==> src/include/lss_consts.svh <==
// Register offsets, field positions and reset values for the link/slot bank
`ifndef LSS_CONSTS_SVH
`define LSS_CONSTS_SVH
`define LSS_OFF_LSTS 12'h050
`define LSS_OFF_SCAP 12'h054
`define LSS_OFF_CTRL 12'h060
`define LSS_OFF_IRQ_STAT 12'h064
`define LSS_OFF_IRQ_EN 12'h068
`define LSS_OFF_IRQ_CLR 12'h06C
`define LSS_LSTS_SHIFT 16
`define LSS_B_TRAIN 11
`define LSS_B_SCLK 12
`define LSS_B_DLLA 13
`define LSS_B_BWM 14
`define LSS_B_ABW 15
`define LSS_SC_FLAGS_HI 6
`define LSS_SC_PLV_LO 7
`define LSS_SC_PLV_HI 14
`define LSS_SC_PLS_LO 15
`define LSS_SC_PLS_HI 16
`define LSS_SC_EIP 17
`define LSS_SC_NO_CMD_COMPLETE_SUPPORT 18
`define LSS_SC_PSN_LO 19
`define LSS_SC_PSN_HI 31
`define LSS_SCAP_RST 32'h0000_0000
`define LSS_CTRL_LOCK 0
`define LSS_IRQ_BWM 0
`define LSS_IRQ_ABW 1
`define LSS_IRQ_MSG 2
`define LSS_IRQ_W 3
`endif

==> src/include/lss_pkg.sv <==
// Types shared by the link status and slot capability bank
package lss_pkg;
    typedef struct packed {
        logic psel;
        logic penable;
        logic pwrite;
        logic [11:0] paddr;
        logic [31:0] pwdata;
    } lss_apb_req_t;

    typedef struct packed {
        logic pready;
        logic pslverr;
        logic [31:0] prdata;
    } lss_apb_rsp_t;

    typedef enum logic [2:0] {
        LSS_LT_DETECT = 3'b000,
        LSS_LT_CONFIG = 3'b001,
        LSS_LT_L0 = 3'b011,
        LSS_LT_RECOVERY = 3'b010,
        LSS_LT_OTHER = 3'b110
    } lss_ltssm_t;

    typedef enum logic [1:0] {
        LSS_PM_DOWNSTREAM = 2'b00,
        LSS_PM_UPSTREAM = 2'b01,
        LSS_PM_OTHER = 2'b11
    } lss_port_mode_t;

    // Bandwidth change events reported by the physical layer
    typedef struct packed {
        logic retrain_done;
        logic auto_reliability;
        logic auto_other;
        logic ds_change;
        logic ds_autonomous;
    } lss_bw_evt_t;

    typedef struct packed {
        logic valid;
        logic [7:0] value;
        logic [1:0] scale;
    } lss_spl_msg_t;

    typedef enum logic [1:0] {
        LSS_MS_IDLE = 2'b00,
        LSS_MS_SEND = 2'b01
    } lss_msg_state_t;
endpackage : lss_pkg

==> src/rtl/lss_link_slot_regs.sv <==
// Link status upper half and slot capabilities register bank on APB
//
// Function
// RULE1: Training flag set in Configuration, Recovery, pending retrain
// RULE2: Training flag clears when those states exit
// RULE3: Training flag reads zero unless downstream port
// RULE4: Common-clock bit strapped, writable only unlocked
// RULE5: Bit 13 mirrors data link active state
// RULE6: Link-active never set without reporting capability
// RULE7: Bandwidth flag on retrain done, reliability change
// RULE8: Bandwidth flag on non-autonomous downstream change
// RULE9: Autonomous flag on other changes; write-one clears
// RULE10: Both flags zero without notify capability, upstream
// RULE11: Slot fields read zero without slot implemented
// RULE12: Bits 0..6 advertise hot-plug hardware, reset zero
// RULE13: Bits 14:7 give power limit value
// RULE14: Bits 16:15 give power limit scale
// RULE15: Power limit message on write, DL_Up entry
// RULE16: Bit 17 advertises electromechanical interlock
// RULE17: Bit 18 hardwired to zero
// RULE18: Software programs physical slot number bits 31:19
// RULE19: Lockable fields writable only while unlocked
//
// The APB interface to the registers is this design's own decision.
`timescale 1ns/10ps
`include "lss_consts.svh"
module lss_link_slot_regs (
    input wire logic pclk,
    input wire logic presetn,
    input wire lss_pkg::lss_apb_req_t apb_req,
    output lss_pkg::lss_apb_rsp_t apb_rsp,
    input wire lss_pkg::lss_ltssm_t ltssm_state,
    input wire logic retrain_request,
    input wire lss_pkg::lss_port_mode_t port_mode,
    input wire logic common_clock_strap,
    input wire logic data_link_active,
    input wire logic dl_active_report_capable,
    input wire logic bandwidth_notify_capable,
    input wire logic slot_implemented,
    input wire lss_pkg::lss_bw_evt_t bw_evt,
    input wire logic msg_ready,
    output lss_pkg::lss_spl_msg_t spl_msg,
    output logic training_in_progress,
    output logic irq
);
    import lss_pkg::*;

    typedef struct packed {
        lss_apb_rsp_t rsp;
        logic strap_done;
        logic common_clock;
        logic dl_active;
        logic link_up;
        logic bw_mgmt;
        logic bw_auto;
        logic [31:0] scap;
        logic lock;
        logic [`LSS_IRQ_W-1:0] irq_stat;
        logic [`LSS_IRQ_W-1:0] irq_en;
        logic irq;
        logic scap_wr;
    } lss_regs_state_t;

    lss_regs_state_t st_r;
    lss_regs_state_t st_nxt;
    logic train_w;
    logic wr_acc;
    logic rd_acc;
    logic flags_ok;
    logic set_bwm;
    logic set_abw;
    logic [15:0] lsts_hi;
    logic [31:0] scap_view;
    logic [31:0] wd;
    logic [`LSS_IRQ_W-1:0] evt;

    // Lockable bits: capability flags, interlock, slot number
    function automatic logic [31:0] lockable_mask();
        logic [31:0] m;
        m = '0;
        m[`LSS_SC_FLAGS_HI:0] = '1;
        m[`LSS_SC_EIP] = 1'b1;
        m[`LSS_SC_PSN_HI:`LSS_SC_PSN_LO] = '1;
        return m;
    endfunction : lockable_mask

    // Power limit fields, writable whether locked or not
    function automatic logic [31:0] plain_mask();
        logic [31:0] m;
        m = '0;
        m[`LSS_SC_PLS_HI:`LSS_SC_PLV_LO] = '1;
        return m;
    endfunction : plain_mask

    // Register map decode, used only by the error path; the read path has its own case
    function automatic logic addr_known(input logic [11:0] a);
        logic hit;
        hit = 1'b0;
        case (a)
            `LSS_OFF_LSTS,
            `LSS_OFF_SCAP,
            `LSS_OFF_CTRL,
            `LSS_OFF_IRQ_STAT,
            `LSS_OFF_IRQ_EN,
            `LSS_OFF_IRQ_CLR: begin
                hit = 1'b1;
            end
            default: begin
                hit = 1'b0;
            end
        endcase
        return hit;
    endfunction : addr_known

    lss_train_track u_train (
        .pclk(pclk),
        .presetn(presetn),
        .ltssm_state(ltssm_state),
        .retrain_request(retrain_request),
        .port_mode(port_mode),
        .training_in_progress(train_w)
    );

    lss_spl_msg u_msg (
        .pclk(pclk),
        .presetn(presetn),
        .scap_written(st_r.scap_wr),
        .dl_up(st_r.link_up),
        .value(scap_view[`LSS_SC_PLV_HI:`LSS_SC_PLV_LO]), // RULE13
        .scale(scap_view[`LSS_SC_PLS_HI:`LSS_SC_PLS_LO]), // RULE14
        .msg_ready(msg_ready),
        .msg(spl_msg)
    );

    always_comb begin
        st_nxt = st_r;
        wd = apb_req.pwdata;
        wr_acc = apb_req.psel && apb_req.penable && apb_req.pwrite;
        rd_acc = apb_req.psel && !apb_req.penable && !apb_req.pwrite;
        flags_ok = bandwidth_notify_capable &&
                   (port_mode != LSS_PM_UPSTREAM); // RULE10
        set_bwm = flags_ok && (bw_evt.retrain_done ||
                  bw_evt.auto_reliability || // RULE7
                  (bw_evt.ds_change && !bw_evt.ds_autonomous)); // RULE8
        set_abw = flags_ok && (bw_evt.auto_other ||
                  (bw_evt.ds_change && bw_evt.ds_autonomous)); // RULE9
        scap_view = slot_implemented ? st_r.scap : '0; // RULE11
        scap_view[`LSS_SC_NO_CMD_COMPLETE_SUPPORT] = 1'b0; // RULE17

        lsts_hi = '0;
        lsts_hi[`LSS_B_TRAIN] = train_w; // RULE1
        lsts_hi[`LSS_B_SCLK] = st_r.common_clock;
        lsts_hi[`LSS_B_DLLA] = st_r.dl_active; // RULE5
        lsts_hi[`LSS_B_BWM] = st_r.bw_mgmt;
        lsts_hi[`LSS_B_ABW] = st_r.bw_auto;

        // Strap caught one cycle after reset release
        if (!st_r.strap_done) begin
            st_nxt.strap_done = 1'b1;
            st_nxt.common_clock = common_clock_strap; // RULE4
        end
        st_nxt.dl_active = data_link_active &&
                           dl_active_report_capable; // RULE5 RULE6
        // Message follows the real link, not the masked status bit
        st_nxt.link_up = data_link_active; // RULE15

        // Zero-wait slave: pready high during every access phase
        st_nxt.rsp.pready = apb_req.psel && !apb_req.penable;
        st_nxt.rsp.pslverr = 1'b0;
        st_nxt.scap_wr = 1'b0;
        if (apb_req.psel && !apb_req.penable) begin
            // Unmapped words answer with an error and read as zero
            st_nxt.rsp.pslverr = !addr_known(apb_req.paddr);
            st_nxt.rsp.prdata = '0;
        end
        if (rd_acc) begin
            case (apb_req.paddr)
                `LSS_OFF_LSTS: begin
                    st_nxt.rsp.prdata = {lsts_hi, 16'h0000};
                end
                `LSS_OFF_SCAP: begin
                    st_nxt.rsp.prdata = scap_view;
                end
                `LSS_OFF_CTRL: begin
                    st_nxt.rsp.prdata = 32'(st_r.lock);
                end
                `LSS_OFF_IRQ_STAT: begin
                    st_nxt.rsp.prdata = 32'(st_r.irq_stat);
                end
                `LSS_OFF_IRQ_EN: begin
                    st_nxt.rsp.prdata = 32'(st_r.irq_en);
                end
                default: begin
                    // Clear register is write-only, reads as zero
                    st_nxt.rsp.prdata = '0;
                end
            endcase
        end

        evt = '0;
        evt[`LSS_IRQ_BWM] = set_bwm;
        evt[`LSS_IRQ_ABW] = set_abw;
        evt[`LSS_IRQ_MSG] = spl_msg.valid && msg_ready;

        if (wr_acc) begin
            case (apb_req.paddr)
                `LSS_OFF_LSTS: begin
                    if (wd[`LSS_LSTS_SHIFT + `LSS_B_BWM]) begin
                        st_nxt.bw_mgmt = 1'b0; // RULE7
                    end
                    if (wd[`LSS_LSTS_SHIFT + `LSS_B_ABW]) begin
                        st_nxt.bw_auto = 1'b0; // RULE9
                    end
                    if (!st_r.lock) begin
                        st_nxt.common_clock =
                            wd[`LSS_LSTS_SHIFT + `LSS_B_SCLK]; // RULE4
                    end
                end
                `LSS_OFF_SCAP: begin
                    if (slot_implemented) begin // RULE11
                        st_nxt.scap_wr = 1'b1; // RULE15
                        st_nxt.scap = (st_r.scap & ~plain_mask()) |
                                      (wd & plain_mask());
                        if (!st_r.lock) begin
                            st_nxt.scap = (st_nxt.scap &
                                ~lockable_mask()) |
                                (wd & lockable_mask()); // RULE19 RULE12
                        end
                    end
                end
                `LSS_OFF_CTRL: begin
                    st_nxt.lock = wd[`LSS_CTRL_LOCK]; // RULE19
                end
                `LSS_OFF_IRQ_EN: begin
                    st_nxt.irq_en = wd[`LSS_IRQ_W-1:0];
                end
                `LSS_OFF_IRQ_CLR: begin
                    st_nxt.irq_stat =
                        st_r.irq_stat & ~wd[`LSS_IRQ_W-1:0];
                end
                default: begin
                    st_nxt.scap_wr = 1'b0;
                end
            endcase
        end
        st_nxt.scap[`LSS_SC_NO_CMD_COMPLETE_SUPPORT] = 1'b0; // RULE17

        // Hardware set wins over a same-cycle write-one clear
        if (set_bwm) begin
            st_nxt.bw_mgmt = 1'b1; // RULE7 RULE8
        end
        if (set_abw) begin
            st_nxt.bw_auto = 1'b1; // RULE9
        end
        if (!flags_ok) begin
            st_nxt.bw_mgmt = 1'b0; // RULE10
            st_nxt.bw_auto = 1'b0; // RULE10
        end
        st_nxt.irq_stat = st_nxt.irq_stat | evt;
        st_nxt.irq = |(st_nxt.irq_stat & st_nxt.irq_en);
    end

    always_ff @(posedge pclk or negedge presetn) begin
        if (!presetn) begin
            st_r <= '0;
            st_r.scap <= `LSS_SCAP_RST; // RULE12 RULE16
        end else begin
            st_r <= st_nxt;
        end
    end

    assign apb_rsp = st_r.rsp;
    assign training_in_progress = train_w;
    assign irq = st_r.irq;
endmodule : lss_link_slot_regs

==> src/rtl/lss_train_track.sv <==
// Training-in-progress tracker
`timescale 1ns/10ps
`include "lss_consts.svh"
module lss_train_track (
    input wire logic pclk,
    input wire logic presetn,
    input wire lss_pkg::lss_ltssm_t ltssm_state,
    input wire logic retrain_request,
    input wire lss_pkg::lss_port_mode_t port_mode,
    output logic training_in_progress
);
    import lss_pkg::*;

    typedef struct packed {
        logic pending;
        logic busy;
    } lss_tt_state_t;

    lss_tt_state_t st_r;
    lss_tt_state_t st_nxt;
    logic in_train;

    always_comb begin
        in_train = (ltssm_state == LSS_LT_CONFIG) ||
                   (ltssm_state == LSS_LT_RECOVERY);
        st_nxt = st_r;
        // Pending retrain drops once training actually starts
        if (in_train) begin
            st_nxt.pending = 1'b0;
        end else if (retrain_request) begin
            st_nxt.pending = 1'b1; // RULE1
        end
        st_nxt.busy = (in_train || st_nxt.pending) && // RULE1 RULE2
                      (port_mode == LSS_PM_DOWNSTREAM); // RULE3
    end

    always_ff @(posedge pclk or negedge presetn) begin
        if (!presetn) begin
            st_r <= '0;
        end else begin
            st_r <= st_nxt;
        end
    end

    assign training_in_progress = st_r.busy;
endmodule : lss_train_track

==> src/rtl/lss_spl_msg.sv <==
// Set_Slot_Power_Limit message request generator
`timescale 1ns/10ps
module lss_spl_msg (
    input wire logic pclk,
    input wire logic presetn,
    input wire logic scap_written,
    input wire logic dl_up,
    input wire logic [7:0] value,
    input wire logic [1:0] scale,
    input wire logic msg_ready,
    output lss_pkg::lss_spl_msg_t msg
);
    import lss_pkg::*;

    typedef struct packed {
        lss_msg_state_t fsm;
        logic dl_up_d;
        logic again;
        lss_spl_msg_t msg;
    } lss_sm_state_t;

    lss_sm_state_t st_r;
    lss_sm_state_t st_nxt;
    logic trig;

    always_comb begin
        st_nxt = st_r;
        st_nxt.dl_up_d = dl_up;
        trig = scap_written || (dl_up && !st_r.dl_up_d); // RULE15
        case (st_r.fsm)
            LSS_MS_IDLE: begin
                if (trig) begin
                    st_nxt.fsm = LSS_MS_SEND;
                    st_nxt.msg = '{valid: 1'b1, value: value, scale: scale};
                end
            end
            LSS_MS_SEND: begin
                // A trigger while busy is remembered, not dropped
                if (trig) begin
                    st_nxt.again = 1'b1;
                end
                if (msg_ready) begin
                    st_nxt.msg.valid = 1'b0;
                    st_nxt.fsm = LSS_MS_IDLE;
                    if (trig || st_r.again) begin
                        st_nxt.again = 1'b0;
                        st_nxt.fsm = LSS_MS_SEND;
                        st_nxt.msg = '{valid: 1'b1, value: value,
                                       scale: scale}; // RULE15
                    end
                end
            end
            default: begin
                st_nxt = '0;
            end
        endcase
    end

    always_ff @(posedge pclk or negedge presetn) begin
        if (!presetn) begin
            st_r <= '0;
        end else begin
            st_r <= st_nxt;
        end
    end

    assign msg = st_r.msg;
endmodule : lss_spl_msg

==> config.mk <==
export PLATFORM = sky130hd
export DESIGN_NAME = lss_link_slot_regs
export DESIGN_NICKNAME = d
export VERILOG_FILES = /design/src/include/lss_pkg.sv /design/src/rtl/lss_link_slot_regs.sv /design/src/rtl/lss_train_track.sv /design/src/rtl/lss_spl_msg.sv
export VERILOG_INCLUDE_DIRS = /design/src /design/src/include
export SDC_FILE = /design/constraint.sdc
export NUM_CORES = 1
export LEC_CHECK = 0
export BUFFER_PORTS_ARGS = -buffer_cell sky130_fd_sc_hd__buf_2
export CORE_MARGIN = 8
export CORE_UTILIZATION = 48
export CTS_CLUSTER_SIZE = 8
export DETAILED_ROUTE_END_ITERATION = 8
export GPL_ROUTABILITY_DRIVEN = 0
export MAX_ROUTING_LAYER = met4
export PLACE_DENSITY = 0.74
export SYNTH_ARGS = -nofsm -noshare
export SYNTH_HDL_FRONTEND = slang
export SYNTH_SLANG_ARGS = --single-unit
==> constraint.sdc <==
create_clock -name pclk -period 1.7 [get_ports pclk]
set_clock_uncertainty 0.05 [all_clocks]
set_input_delay 0.34 -clock pclk [delete_from_list [all_inputs] [get_ports pclk]]
set_output_delay 0.34 -clock pclk [all_outputs]
set_load 0.1 [all_outputs]
# [Yosys cells after proc, flatten, opt, wreduce, memory -nomap -nowiden]
# Index checks and enable logic that the tools add are counted.
[op_classes] eq_ne=19 muxes=39 n_bitwise=6 reduce_logical=37
[op_table] operator="$mux 32" n=5
[op_table] operator="$pmux 32 s5" n=1
[op_table] operator="$eq 12x7->1 const B" n=6
[op_table] operator="$mux 41" n=1
[op_table] operator="$mux 33" n=1
[op_table] operator="$or 19x32->32" n=1
[op_table] operator="$or 32x17->32" n=1
[op_table] operator="$mux 12" n=2
[op_table] operator="$pmux 11 s2" n=1
[op_table] operator="$mux 1" n=19
[op_table] operator="$logic_and 1x1->1" n=13
[op_table] operator="$ne 3x2->1 const B" n=4
[op_table] operator="$reduce_and 3->1" n=4
[op_table] operator="$mux 11" n=1
[op_table] operator="$mux 2" n=4
[op_table] operator="$logic_or 1x1->1" n=7
[op_table] operator="$and 3x3->3" n=2
[op_table] operator="$mux 3" n=2
[op_table] operator="$ne 2x1->1 const B" n=3
[op_table] operator="$ne 3x1->1 const B" n=2
[op_table] operator="$reduce_or 6->1" n=1
[op_table] operator="$logic_not 1->1" n=5
[op_table] operator="$logic_not 2->1" n=2
[op_table] operator="$pmux 2 s2" n=1
[op_table] operator="other kinds (11)" n=12
[word_totals] regBits=97 input_bits=66 output_inout_bits=47 elab_cells=124

# [Depth between registers and ports, before layout]
[depth] depth_word=9 depth_mapped=8 ltp_nobuf=5

# [Cells and area by module]
# A second synthesis with hierarchy kept.
[unflattened] cells_unflattened=358 area_unflattened_um2=4443.0
[by_module_without_submodules] module="lss_link_slot_regs" n_inst=1 cells_per_inst=304 area_per_inst_um2=3714.8 seq_area_each_um2=1976.9
[by_module_without_submodules] module="lss_spl_msg" n_inst=1 cells_per_inst=47 area_per_inst_um2=640.6 seq_area_each_um2=350.3
[by_module_without_submodules] module="lss_train_track" n_inst=1 cells_per_inst=7 area_per_inst_um2=87.6 seq_area_each_um2=50.0

# [Worst setup path before layout]
# No wires, ideal clock.
[synth_timing] kind="input-to-reg" from="in apb_req[33] (netlist bit)" to="reg st_r (netlist bit apb_rsp[10])" setup_ns=0.065 t_arrival_ns=1.894 required_time_ns=1.585 slack_ns=-0.309 cell_stages=7 path_buffers=2 path_cell_list="nor4_4 -> nand2_4 -> or4_1 -> buf_2 -> nor3_4 -> buf_6 -> a22o_1"
[synth_between] elab_chain_len=3 word_cells_on_any_way=7 cone_classes="eq/ne (5); mux (2)"
[synth_lines] item="from (decl)" line="lss_link_slot_regs.sv:30" text="input wire lss_pkg::lss_apb_req_t apb_req,"
[synth_lines] item="$eq 12x7->1" line="lss_link_slot_regs.sv:177" text="case (apb_req.paddr)"
[synth_lines] item="$pmux 32 s5 *" line="lss_link_slot_regs.sv:177"
[synth_lines] item="$mux 32 *" line="lss_link_slot_regs.sv:176" text="if (rd_acc) begin"
[synth_lines] item="to (signal assigned)" line="lss_link_slot_regs.sv:268" text="st_r <= st_nxt;"
[synth_lines] item="to (decl)" line="lss_link_slot_regs.sv:64" text="lss_regs_state_t st_r;"
# Every way passes the cells marked *; elsewhere a longest branch is shown, timed or not.
# A chain may end at the register's enable or synchronous reset.

# [Worst setup path in the final report]
[layout_timing] from="in apb_req[39] (netlist bit)" to="reg st_r (netlist bit apb_rsp[14])"
# The elaborated chain is that of the path after synthesis.

==> flow_summary.json <==
{
  "p_leak_nw": 2.65,
  "hold_end": "st_r[43]$_DFF_PN0_",
  "firstDrtPassIters": 4,
  "min_from": "data_link_active",
  "synth_fa_ha_area_share_pct": 0,
  "violations": "negative setup slack",
  "die-area_um2": 11900,
  "ys_types": 39,
  "dr_total_vias": 2883,
  "worstSetupStartpointType": "primary input",
  "fill_cells": 714,
  "r2r_end": "st_r[32]$_DFFE_PN0P_",
  "fin_util_pct": 60.1,
  "synth_top_family_by_area": "compound AO/OA/AOI/OAI gates",
  "drt_iter0_markers": 70,
  "synthXorXnorAreaFrac_pct": 0.210,
  "yosysTopAreaCell": "dfrtp_1",
  "io_buffers": 110,
  "synth_seq_cells": 95,
  "grt_pass1_wl_um": 14700,
  "setup_violations": 14,
  "max-clock-path-buffers": 2,
  "min_period_over_period_pct": 101,
  "synth-edff-count": 0,
  "post_drt_wl_per_cell_um": 16.8,
  "required_ns": 1.95,
  "mappedNetlistArea_um2": 4160,
  "grt_max_degree": 35,
  "rows": 34,
  "ios": 113,
  "syn2layout_area_growth_pct": 23.4,
  "maxSlewViolCount": 0,
  "grt-ovfl-total": 0,
  "reg2reg_slack_ns": 0.29,
  "cts_tree": "yes",
  "viasPerCell": 5.13,
  "place_area_um2": 4740,
  "yosys_warnings": 0,
  "clk_pin_slew_ns": 0.10,
  "power_density_nw_per_um2": 842,
  "syn-num-nets": 412,
  "finalCriticalPeriod_ns": 1.72,
  "stdcell_area_um2": 5140,
  "rsz0062_at_grt": "yes",
  "multi_input_area_um2": 1410,
  "drt_drc_violations_left": 0,
  "yosysSeqAreaShare_pct": 57.1,
  "synthMuxAreaShare_pct": 10.2,
  "numCtsBuffers": 9,
  "drv_cap": 0,
  "insertion_delay_ns": 0.36,
  "die_w_um": 109,
  "dp_hpwl_um": 6830,
  "finish.net_count": 514,
  "die-height_um": 109,
  "htreeDepth": 3,
  "yosysTopAreaCellShare_pct": 57.1,
  "pre_cts_ws_ns": -0.446,
  "cts.sinks": 95,
  "coreArea_um2": 8550,
  "grt_pass1_vias": 3010,
  "outcome": "complete, but fails checks",
  "grt_usage_pct": 16.4,
  "endpoint_kind": "flip-flop",
  "timing.final.ws_setup_ns": -0.0245,
  "synth_flop_cell": "dfrtp_1",
  "placedCellCount": 537,
  "routed_wl_um": 9460,
  "ant_nets": 0,
  "synth_compound_area_share_pct": 12.1,
  "async_flop_share_pct": 100,
  "antenna_found_initial": 1,
  "synth_cells": 346,
  "rr_startpoint": "st_r[8]$_DFFE_PN0P_",
  "worstPathArrival_ns": 1.97,
  "layout-drive-gt1-share_pct": 47.7,
  "r2r_cells": 3,
  "setup-tns-final_ns": -0.187,
  "crit_type": "primary input to flip-flop",
  "vdd_drop_max_uv": 458,
  "hold_path_class": "primary input to flip-flop",
  "ys_top_cells_by_area": "dfrtp_1, mux2_2, buf_4",
  "instances_no_fill": 562,
  "seqCellArea_um2": 2380,
  "synth_area_per_cell_um2": 12.0,
  "holdPathStages": 1,
  "synth-simple-area-share_pct": 9.65,
  "root_buffer": "clkbuf_8",
  "path_max_fanout": 6,
  "start_util_pct": 48.7,
  "fmax_mhz": 580,
  "hold_viol": 0
}
==> registers in the layout (all words and copies together) (netlist names) <==
name and count:
apb_rsp 33, irq 1, lsts_hi 4, st_r 41
u_msg.msg 11, u_msg.st_r 3, u_train.st_r 1, u_train.training_in_progress 1
==> logic make-up after synthesis <==
logic type      count (synthesis)
simple gates                   72
other cells                     2
flops                          95
buf+inv                        66
mux                            38
compound gates                 72
xor+xnor                        1
==> placed cells by master, fill, tap and decap left out, types with 2 or more instances in the layout <==
cell type,instances
conb_1,2
a21boi_0,2
buf_4,32
buf_2,105
nand3_1,2
clkbuf_8,9
a22o_1,25
nor3_4,2
a22oi_1,8
nand2_1,33
buf_6,4
and2_1,2
o22ai_1,2
clkbuf_16,2
nor2b_1,5
inv_1,7
nor3b_2,2
buf_12,5
nor2_1,7
mux2_2,37
nor3_1,3
o21ai_0,21
a21oi_1,6
dfrtp_1,95
o31ai_1,3
nand2b_1,4
inv_8,3
and3_1,2
==> through the flow <==
step | hold WS [ns] | total power, W
floorplan | -0.00559 | 0.00268
global placement | 0.253 | 0.00288
detailed placement | 0.263 | 0.00290
CTS | 0.0340 | 0.00437
global route | 0.0390 | 0.00452
finish | 0.0551 | 0.00433
==> repair_timing <==
action	in CTS	in global routing
pin swaps	2	6
gates cloned	0	3
gates resized for setup	1	14
buffers inserted	0	4
endpoints found under the hold margin	30	0
setup endpoints to repair	22	61
hold buffers	1	0
==> cell usage after synthesis (2+ instances only) <==
master    instances
a21boi_0          2
buf_4            45
buf_6             2
and2_1            2
mux2_2           37
nand3_1           4
nor3_1            4
conb_1            2
a22oi_1           8
inv_1             7
o22ai_1           2
and3_1            2
nand2b_1          4
o31ai_1           5
nand2_1          33
buf_2             4
dfrtp_1          95
a21oi_1           6
nor2b_1           5
clkbuf_1          8
a22o_1           25
nor2_1            7
o21ai_0          21
==> worst max-delay path, cell delays in order <==
cell and delay [ns]:
buf_6 0.10, nor4_4 0.37, nand2_4 0.08, or4_4 0.51, nor3_4 0.16, buf_12 0.15, clkbuf_16 0.14, a22o_1 0.12
==> area by class of cell <==
type | instances | share of cell area, %
multi-input combinational | 185 | 27.5
tap | 108 | 2.63
clock buffer | 9 | 2.41
antenna | 1 | 0.0487
sequential | 95 | 46.3
clock inverter | 7 | 1.46
inverter | 7 | 0.511
timing repair buffer | 150 | 19.2
==> worst max-delay path by stage <==
stage	start	to	slack [ns]	cells after the start
2_1_floorplan	apb_req[33]	apb_rsp[10]$_DFFE_PN0P_	-0.31	7
3_3_place_gp	apb_req[33]	st_r[29]$_DFFE_PN0P_	-0.39	6
3_5_place_dp	apb_req[33]	irq$_DFF_PN0_	-0.45	7
4_1_cts	apb_req[42]	apb_rsp[16]$_DFFE_PN0P_	0.002	7
5_1_grt	apb_req[39]	apb_rsp[25]$_DFFE_PN0P_	-0.08	8
6_report	apb_req[39]	apb_rsp[14]$_DFFE_PN0P_	-0.02	8
==> metal layers <==
| layer | global-route usage [%] | part of all wire, % |
|---|---|---|
| met4 | 8.11 | 1.7 |
| met1 | 18.8 | 41 |
| met5 | - | 0 |
| met3 | 2.60 | 4.1 |
| met2 | 27.4 | 53 |
==> where the power goes <==
part | switching, W | internal, W
Sequential | 0.0000436 | 0.00231
Clock | 0.000876 | 0.000583
Combinational | 0.000343 | 0.000172
Total | 0.00126 | 0.00306
Power figures use the tool's default switching activity.
